File: config.mk
export PLATFORM = sky130hd
export DESIGN_NAME = dds_control_word_fields
export DESIGN_NICKNAME = d
export VERILOG_FILES = /design/src/hw/dds_ctrl_pkg.sv /design/src/hw/dds_control_word_fields.sv
export SDC_FILE = /design/constraint.sdc
export NUM_CORES = 1
export LEC_CHECK = 0
export ABC_AREA = 1
export BUFFER_PORTS_ARGS = -buffer_cell sky130_fd_sc_hd__buf_4
export CAP_MARGIN = 40
export CELL_PAD_IN_SITES_DETAIL_PLACEMENT = 1
export CELL_PAD_IN_SITES_GLOBAL_PLACEMENT = 2
export CORE_AREA = 3 3 145 147
export CTS_CLUSTER_SIZE = 10
export DETAILED_ROUTE_END_ITERATION = 8
export DIE_AREA = 0 0 148 150
export PLACE_DENSITY = 0.82
export SLEW_MARGIN = 30
export SYNTH_ARGS = -nofsm -noshare
export SYNTH_HDL_FRONTEND = slang
export SYNTH_SLANG_ARGS = --single-unit
File: constraint.sdc
create_clock -name clock -period 3.71 [get_ports clock]
set_input_delay 0.742 -clock clock [delete_from_list [all_inputs] [get_ports clock]]
set_output_delay 0.742 -clock clock [all_outputs]
set_load 0.01 [all_outputs]
File: src/hw/dds_ctrl_pkg.sv
package dds_ctrl_pkg;
  // Control word layout
  localparam int WORD_W = 16;
  localparam int POS_TAG_HI = 15;
  localparam int POS_TAG_LO = 14;
  localparam int POS_FREQ_PICK = 11;
  localparam int POS_PHASE_PICK = 10;
  localparam int POS_SOURCE = 9;
  localparam int POS_RESET = 8;
  localparam int POS_HALT = 7;
  localparam int POS_POWERDOWN = 6;
  localparam int POS_AUX_EN = 5;
  // Reset state of the held control word (all fields clear)
  localparam logic [15:0] SETUP_RESET = 16'h0000;
  localparam logic [4:0] BITCNT_RESET = 5'h00;
  // Default accumulator widths
  localparam int FREQ_W = 28;
  localparam int PHASE_W = 12;
endpackage : dds_ctrl_pkg

File: src/hw/dds_control_word_fields.sv
`timescale 1ns/10ps
module dds_control_word_fields
  import dds_ctrl_pkg::*;
#(
  parameter int FW = FREQ_W,
  parameter int PW = PHASE_W
)(
  input wire logic clock,
  input wire logic reset_n,
  input wire logic serial_clk,
  input wire logic serial_data,
  input wire logic frame_n,
  input wire logic freq_pick_pin,
  input wire logic phase_pick_pin,
  input wire logic reset_pin,
  input wire logic sleep_pin,
  input wire logic [FW-1:0] freq_word_a,
  input wire logic [FW-1:0] freq_word_b,
  input wire logic [PW-1:0] phase_offset_a,
  input wire logic [PW-1:0] phase_offset_b,
  input wire logic aux_data,
  output logic [PW-1:0] phase_out,
  output logic converter_on,
  output logic aux_out,
  output logic aux_oe,
  output logic [WORD_W-1:0] setup_word
);

  // Two-flop synchronisers for the serial and control pins; aux_data is registered once
  logic [1:0] sck_s_r, sdi_s_r, fsy_s_r, fp_s_r, pp_s_r, rp_s_r, sp_s_r;
  logic sck_d_r;
  always_ff @(posedge clock)
  begin
    sck_s_r <= {sck_s_r[0], serial_clk};
    sdi_s_r <= {sdi_s_r[0], serial_data};
    fsy_s_r <= {fsy_s_r[0], frame_n};
    fp_s_r <= {fp_s_r[0], freq_pick_pin};
    pp_s_r <= {pp_s_r[0], phase_pick_pin};
    rp_s_r <= {rp_s_r[0], reset_pin};
    sp_s_r <= {sp_s_r[0], sleep_pin};
    sck_d_r <= sck_s_r[1];
  end

  // Serial shift: data taken on falling serial clock while framed
  wire framed = ~fsy_s_r[1];
  wire sck_fall = sck_d_r & ~sck_s_r[1];
  logic [WORD_W-1:0] shift_r;
  logic [4:0] bitcnt_r;
  logic [WORD_W-1:0] setup_r;
  wire [WORD_W-1:0] shift_nxt = {shift_r[WORD_W-2:0], sdi_s_r[1]};
  wire word_done = framed & sck_fall & (bitcnt_r == 5'(WORD_W - 1));
  wire is_control = ~shift_nxt[POS_TAG_HI] & ~shift_nxt[POS_TAG_LO];
  always_ff @(posedge clock)
  begin
    if (!reset_n || !framed)
    begin
      bitcnt_r <= BITCNT_RESET;
      shift_r <= SETUP_RESET;
    end
    else if (sck_fall)
    begin
      shift_r <= shift_nxt;
      bitcnt_r <= word_done ? BITCNT_RESET : bitcnt_r + 5'h01;
    end
  end

  // Whole word committed at once
  always_ff @(posedge clock)
  begin
    if (!reset_n)
      setup_r <= SETUP_RESET;
    else if (word_done && is_control)
      setup_r <= shift_nxt;
  end
  assign setup_word = setup_r;

  // Source selection between bits and pins
  wire pin_mode = setup_r[POS_SOURCE];
  wire freq_sel = pin_mode ? fp_s_r[1] : setup_r[POS_FREQ_PICK];
  wire phase_sel = pin_mode ? pp_s_r[1] : setup_r[POS_PHASE_PICK];
  wire core_rst = pin_mode ? rp_s_r[1] : setup_r[POS_RESET];
  wire pdown = pin_mode ? sp_s_r[1] : setup_r[POS_POWERDOWN];
  wire halt = setup_r[POS_HALT];
  wire [FW-1:0] tune = freq_sel ? freq_word_b : freq_word_a;
  wire [PW-1:0] poff = phase_sel ? phase_offset_b : phase_offset_a;

  // Internal falling edge: fields sampled once every two clocks as enable
  logic tick_r;
  always_ff @(posedge clock)
  begin
    if (!reset_n)
      tick_r <= 1'b0;
    else
      tick_r <= ~tick_r;
  end

  // Tuning accumulator with reset and halt
  logic [FW-1:0] acc_r;
  logic [PW-1:0] phase_r;
  logic conv_r, aux_r, auxoe_r;
  always_ff @(posedge clock)
  begin
    if (!reset_n || core_rst)
    begin
      acc_r <= '0;
      phase_r <= '0;
    end
    else if (tick_r && !halt)
    begin
      acc_r <= acc_r + tune;
      phase_r <= acc_r[FW-1 -: PW] + poff;
    end
  end

  // Converter power and aux pin drive
  always_ff @(posedge clock)
  begin
    if (!reset_n)
    begin
      conv_r <= 1'b0;
      auxoe_r <= 1'b0;
      aux_r <= 1'b0;
    end
    else
    begin
      conv_r <= ~pdown;
      auxoe_r <= setup_r[POS_AUX_EN];
      aux_r <= aux_data & setup_r[POS_AUX_EN];
    end
  end
  assign phase_out = phase_r;
  assign converter_on = conv_r;
  assign aux_out = aux_r;
  assign aux_oe = auxoe_r;

  // Commit and framing checks
  chk_commit_whole: assert property (@(posedge clock) disable iff (!reset_n)
    !(word_done && is_control) |=> setup_r == $past(setup_r)) else $error("setup changed mid word");
  chk_commit_load: assert property (@(posedge clock) disable iff (!reset_n)
    (word_done && is_control) |=> setup_r == $past(shift_nxt)) else $error("setup not loaded");
  chk_tag_refuse: assert property (@(posedge clock) disable iff (!reset_n)
    (word_done && !is_control) |=> setup_r == $past(setup_r)) else $error("untagged word taken");
  chk_frame_abort: assert property (@(posedge clock) disable iff (!reset_n)
    !framed |=> bitcnt_r == BITCNT_RESET) else $error("partial word kept");
  chk_count_range: assert property (@(posedge clock) disable iff (!reset_n)
    bitcnt_r <= 5'(WORD_W - 1)) else $error("bit count overrun");

  // Accumulator reset, halt and stepping
  chk_halt_freeze: assert property (@(posedge clock) disable iff (!reset_n)
    (halt && !core_rst) |=> acc_r == $past(acc_r)) else $error("accumulator moved in halt");
  chk_halt_hold: assert property (@(posedge clock) disable iff (!reset_n)
    (halt && !core_rst) |=> phase_out == $past(phase_out)) else $error("phase moved in halt");
  chk_reset_clear: assert property (@(posedge clock) disable iff (!reset_n)
    core_rst |=> acc_r == '0) else $error("reset did not clear");
  chk_reset_bit: assert property (@(posedge clock) disable iff (!reset_n)
    (!pin_mode && setup_r[POS_RESET])
    |=> (acc_r == '0) && (phase_out == '0)) else $error("reset bit ignored");
  chk_reset_pin: assert property (@(posedge clock) disable iff (!reset_n)
    (pin_mode && rp_s_r[1])
    |=> (acc_r == '0) && (phase_out == '0)) else $error("reset pin ignored");
  chk_reset_ignored: assert property (@(posedge clock) disable iff (!reset_n)
    (pin_mode && !rp_s_r[1] && setup_r[POS_RESET] && tick_r && !halt)
    |=> acc_r == $past(acc_r) + $past(tune)) else $error("reset bit taken in pin mode");
  chk_run_step: assert property (@(posedge clock) disable iff (!reset_n)
    (tick_r && !halt && !core_rst) |=> acc_r == $past(acc_r) + $past(tune)) else $error("no accumulate");
  chk_tick_toggle: assert property (@(posedge clock) disable iff (!reset_n)
    1'h1 |=> tick_r != $past(tick_r)) else $error("sampling enable stuck");

  // Bank selection into accumulator and phase adder
  chk_freq_source: assert property (@(posedge clock) disable iff (!reset_n)
    (tick_r && !halt && !core_rst && (pin_mode ? fp_s_r[1] : setup_r[POS_FREQ_PICK]))
    |=> acc_r == $past(acc_r) + $past(freq_word_b)) else $error("bad freq source");
  chk_freq_pick_a: assert property (@(posedge clock) disable iff (!reset_n)
    (tick_r && !halt && !core_rst && !(pin_mode ? fp_s_r[1] : setup_r[POS_FREQ_PICK]))
    |=> acc_r == $past(acc_r) + $past(freq_word_a)) else $error("word A not used");
  chk_phase_pick_b: assert property (@(posedge clock) disable iff (!reset_n)
    (tick_r && !halt && !core_rst && (pin_mode ? pp_s_r[1] : setup_r[POS_PHASE_PICK]))
    |=> phase_out == $past(acc_r[FW-1 -: PW]) + $past(phase_offset_b)) else $error("offset B not used");
  chk_phase_pick_a: assert property (@(posedge clock) disable iff (!reset_n)
    (tick_r && !halt && !core_rst && !(pin_mode ? pp_s_r[1] : setup_r[POS_PHASE_PICK]))
    |=> phase_out == $past(acc_r[FW-1 -: PW]) + $past(phase_offset_a)) else $error("offset A not used");

  // Converter power and aux pin
  chk_power_pin: assert property (@(posedge clock) disable iff (!reset_n)
    (pin_mode && sp_s_r[1]) |=> !converter_on) else $error("pin powerdown ignored");
  chk_power_ignore: assert property (@(posedge clock) disable iff (!reset_n)
    (pin_mode && !sp_s_r[1]) |=> converter_on) else $error("powerdown bit taken in pin mode");
  chk_power_bit: assert property (@(posedge clock) disable iff (!reset_n)
    (!pin_mode && !setup_r[POS_POWERDOWN]) |=> converter_on) else $error("converter off");
  chk_power_off_bit: assert property (@(posedge clock) disable iff (!reset_n)
    (!pin_mode && setup_r[POS_POWERDOWN]) |=> !converter_on) else $error("converter left on");
  chk_aux_drive: assert property (@(posedge clock) disable iff (!reset_n)
    setup_r[POS_AUX_EN] |=> aux_oe && (aux_out == $past(aux_data))) else $error("aux not driven");
  chk_aux_float: assert property (@(posedge clock) disable iff (!reset_n)
    !setup_r[POS_AUX_EN] |=> !aux_oe) else $error("aux driven");
  chk_aux_low: assert property (@(posedge clock) disable iff (!reset_n)
    !setup_r[POS_AUX_EN] |=> !aux_out) else $error("aux value leaked");

  // Main scenarios reached
  cov_word: cover property (@(posedge clock) word_done && is_control);
  cov_refused: cover property (@(posedge clock) word_done && !is_control);
  cov_halt: cover property (@(posedge clock) halt);
  cov_pin: cover property (@(posedge clock) pin_mode && fp_s_r[1]);
  cov_reset_bit: cover property (@(posedge clock) !pin_mode && setup_r[POS_RESET]);
endmodule : dds_control_word_fields

==> results.md <==
* Reg area at 1900 um^2
* Root buffer cell: clkbuf_16
* Post-DP HPWL at 15800 um
* Initial core utilization at 0.326
* Routed Antenna Nets at 0
* Maximum VDD drop at 0.000251 V
* RSZ-0062 raised after global routing: no
* Routed wire length at 20000 um
* Final hold violations at 0
* Clock-pin slew on the worst setup and hold paths at 0.08 ns
* CP dominant cell by count: nand2_1
* Clock sinks at 95
* Die Ht at 150 um
* Largest area contributor in the netlist: dfxtp_1
* Port Buffers at 120
* TritonCTS Buffers at 9
* Dpl cells at 1361
* Net Count, Synth at 1120
* Slew HR at 0.512
* Vias/cell at 4.58
* CP startpoint kind: flip-flop
* CP arrival at 3.32 ns
* First-pass DRT Iterations at 6
* Final period util at 0.824
* Multi-input logic area at 3880 um^2
* Detailed-route DRC error count at 0
* Initial antenna violation count at 0
* Switch Pwr at 1020 uW
* Resize count post-CTS at 0
* Placement row count at 52
* Crit. End Element: flip-flop
* Grt ovf at 0
* Cells after Synth at 986
* Internal at 1880 uW
* Die Area at 22200 um^2
* Fin cells at 1377
* Clock power share at 0.344
* WP data required at 3.98 ns
* Yosys cell types at 40
* Seq/Total Area, Yosys at 0.291
* Pwr Density at 361 nW/um^2
* Crit Path Category: reg -> reg
* Vias after detailed routing at 6301
* Mapped Avg Cell Area at 6.62 um^2
* Area growth, synth to finish at 22.7%
* Hold Path Class: reg -> reg
* Starting DRT DRC Count at 206
* Final worst clock skew at 0.00890 ns
* First-pass GRT wire length at 33300 um
* Layout fillers at 2662
* RePlAce Congestion at 0.821
* Reg2reg start: setup_word[9]$_SDFFE_PN0P_
* Final Net Count at 1236
* #FFs+latches synth at 95
* Status: complete, no violations
* Vias in the first global route at 6575
* Clock Latency Late Sink at 0.36 ns
* Crit path time final at 3.06 ns
* Max Slew Vio Count at 0
* Core region area at 20000 um^2
* Fmax at 327 MHz
* Setup TNS at 0 ns
* Share of cells above drive strength 1 at 0.192
* Combinational share of power at 0.270
* Hold_sp: fsy_s_r[0]$_DFF_P_
* GRT Util Overall at 0.187
* Longest Clk Path Bufs at 2
* Pin slew with the least headroom to its limit at 0.732 ns
* TritonCTS clock tree: built
* Crit-path max FO at 17
* Crit path cell chain: nand2_1 > nand2_2 > buf_12 > mux2_2 > ha_1 > nand2_1 > inv_1 > nand2_1 > inv_1 > nand2_1 > nor2_1 > nand2_1 > nand4_1 > nand3_1 > nand2_1 > inv_1
* N_diodes at 0
* Reg power frac at 0.387
* Share of the synthesized area in the top cell type at 0.291
* Yosys Warn Count at 0
* WL/cell at 14.5 um
* Area contributors post-synth: dfxtp_1, nand2_1, nor2_1
* Slowest CP cell: dfxtp_1
* Switch share at 0.351
* Max cap viols at 0
* Setup Viol. Count Final at 0
* Post-CTS Setup Inserts at 0
* Largest net degree at the start of global routing at 64
* Crit. Startpoint: setup_word[9]$_SDFFE_PN0P_
* Synth Cell Area at 6530 um^2
* CTS Hold Bufs at 0
* Slowest stage delay, CP at 0.45 ns
* H-tree Lvls at 3
* IO Count at 121
* Lkg Pwr at 0.00433 uW
* Die W at 148 um
## final cells by class
type,count,area share
clock inverters,7,0.0108
clock buffers,9,0.0281
multi-input cells,705,0.484
flip-flops and latches,95,0.237
repair buffers,127,0.121
inverters,164,0.0770
well taps,270,0.0422
## power groups by stage
stage	Combinational [uW]	Clock [uW]	Sequential [uW]
finish	780	994	1120
global route	905	1070	1130
CTS	793	1030	1120
detailed placement	788	0	1140
global placement	779	0	1140
floorplan	522	0	1130
## cells in the final DEF (no fill, tap or decap), types with 2 or more instances in the layout
cell	synthesis	routed
ha_1	42	42
mux2_4	18	18
inv_1	160	160
mux2_2	18	18
fa_1	2	2
nand4_1	11	11
nand2_2	6	6
buf_4	1	126
inv_2	3	3
nand3_2	7	7
nor2_4	4	4
xor2_1	15	15
nor2_2	4	4
clkinv_8	0	3
clkinv_4	0	2
o21ai_2	3	3
a21o_1	4	4
nor2_1	161	161
nor3_1	4	4
dfxtp_1	95	95
a21oi_2	2	2
and2_1	4	4
o21ai_1	2	2
a21oi_1	32	32
nand3_1	54	54
clkbuf_16	0	9
o211ai_1	4	4
o21ai_0	57	57
nand2_1	242	242
## cell families (layout without fill, tap and decap cells)
logic type / count (synthesis) / in the layout / synth area share
flops: 95 / 95 / 0.291
compound gates: 107 / 107 / 0.0889
xor+xnor: 15 / 15 / 0.0201
simple gates: 503 / 503 / 0.326
buf+inv: 186 / 307 / 0.114
fa+ha+maj: 44 / 44 / 0.0866
mux: 36 / 36 / 0.0724
## per-layer routing
layer | global-route usage | vias to the layer above | wire length, um
met3 | 0.0260 | 14 | 588
met4 | 0.0448 | 0 | 229
li1 | - | 3314 | -
met5 | 0 | - | 0
met2 | 0.332 | 71 | 9780
met1 | 0.239 | 2902 | 9430
## sequential cells by signal, summed over array words and instances, names as in the netlist, 2 cells and up
signal	cells
pp_s_r	2
setup_word	16
shift_r	15
sdi_s_r	2
bitcnt_r	5
rp_s_r	2
phase_out	12
acc_r	28
sp_s_r	2
sck_s_r	2
fp_s_r	2
fsy_s_r	2
## worst paths after layout
path,end,slack [ns],depth (start not counted)
setup reg to reg,acc_r[24]$_SDFFE_PP0P_,0.65,16
hold / removal,fsy_s_r[1]$_DFF_P_,0.33,0
hold reg to reg,fsy_s_r[1]$_DFF_P_,0.33,0
setup / recovery,acc_r[24]$_SDFFE_PP0P_,0.65,16
## stage by stage
| step | setup WS (ns) | hold WS, ns | power, uW | area (um^2) | util |
|---|---|---|---|---|---|
| 3_3_place_gp | 0.593 | 0.310 | 1920 | 7700 | 0.384 |
| 4_1_cts | 0.563 | 0.332 | 2940 | 8010 | 0.400 |
| 6_report | 0.654 | 0.330 | 2890 | 8010 | 0.400 |
| 2_1_floorplan | 1.14 | 0.310 | 1660 | 6530 | - |
| 5_1_grt | 0.285 | 0.335 | 3100 | 8010 | 0.400 |
| 3_5_place_dp | 0.577 | 0.313 | 1930 | 7700 | 0.384 |
## synthesized netlist by cell type (all sizes together)
library cell	number
a21o	4
o21ai	62
xor2	15
or2	2
o21bai	1
a21oi	34
ha	42
fa	2
nor3b	1
and2	4
inv	163
o211ai	4
a31oi	1
nand3	61
dfxtp	95
nand2	249
mux2	36
nand3b	1
a211oi	1
clkbuf	10
clkinv	1
nor2	169
nand4	11
buf	12
nor3	5
## critical path, delay by kind of cell, from the launching register on
kind,cells,cell delay [ns]
buffers and inverters,4,0.44
DFF,1,0.45
muxes,1,0.36
and+or+nand+nor,10,1.30
adders and majority gates,1,0.39
Note: power is estimated with default switching activity, not from simulation.
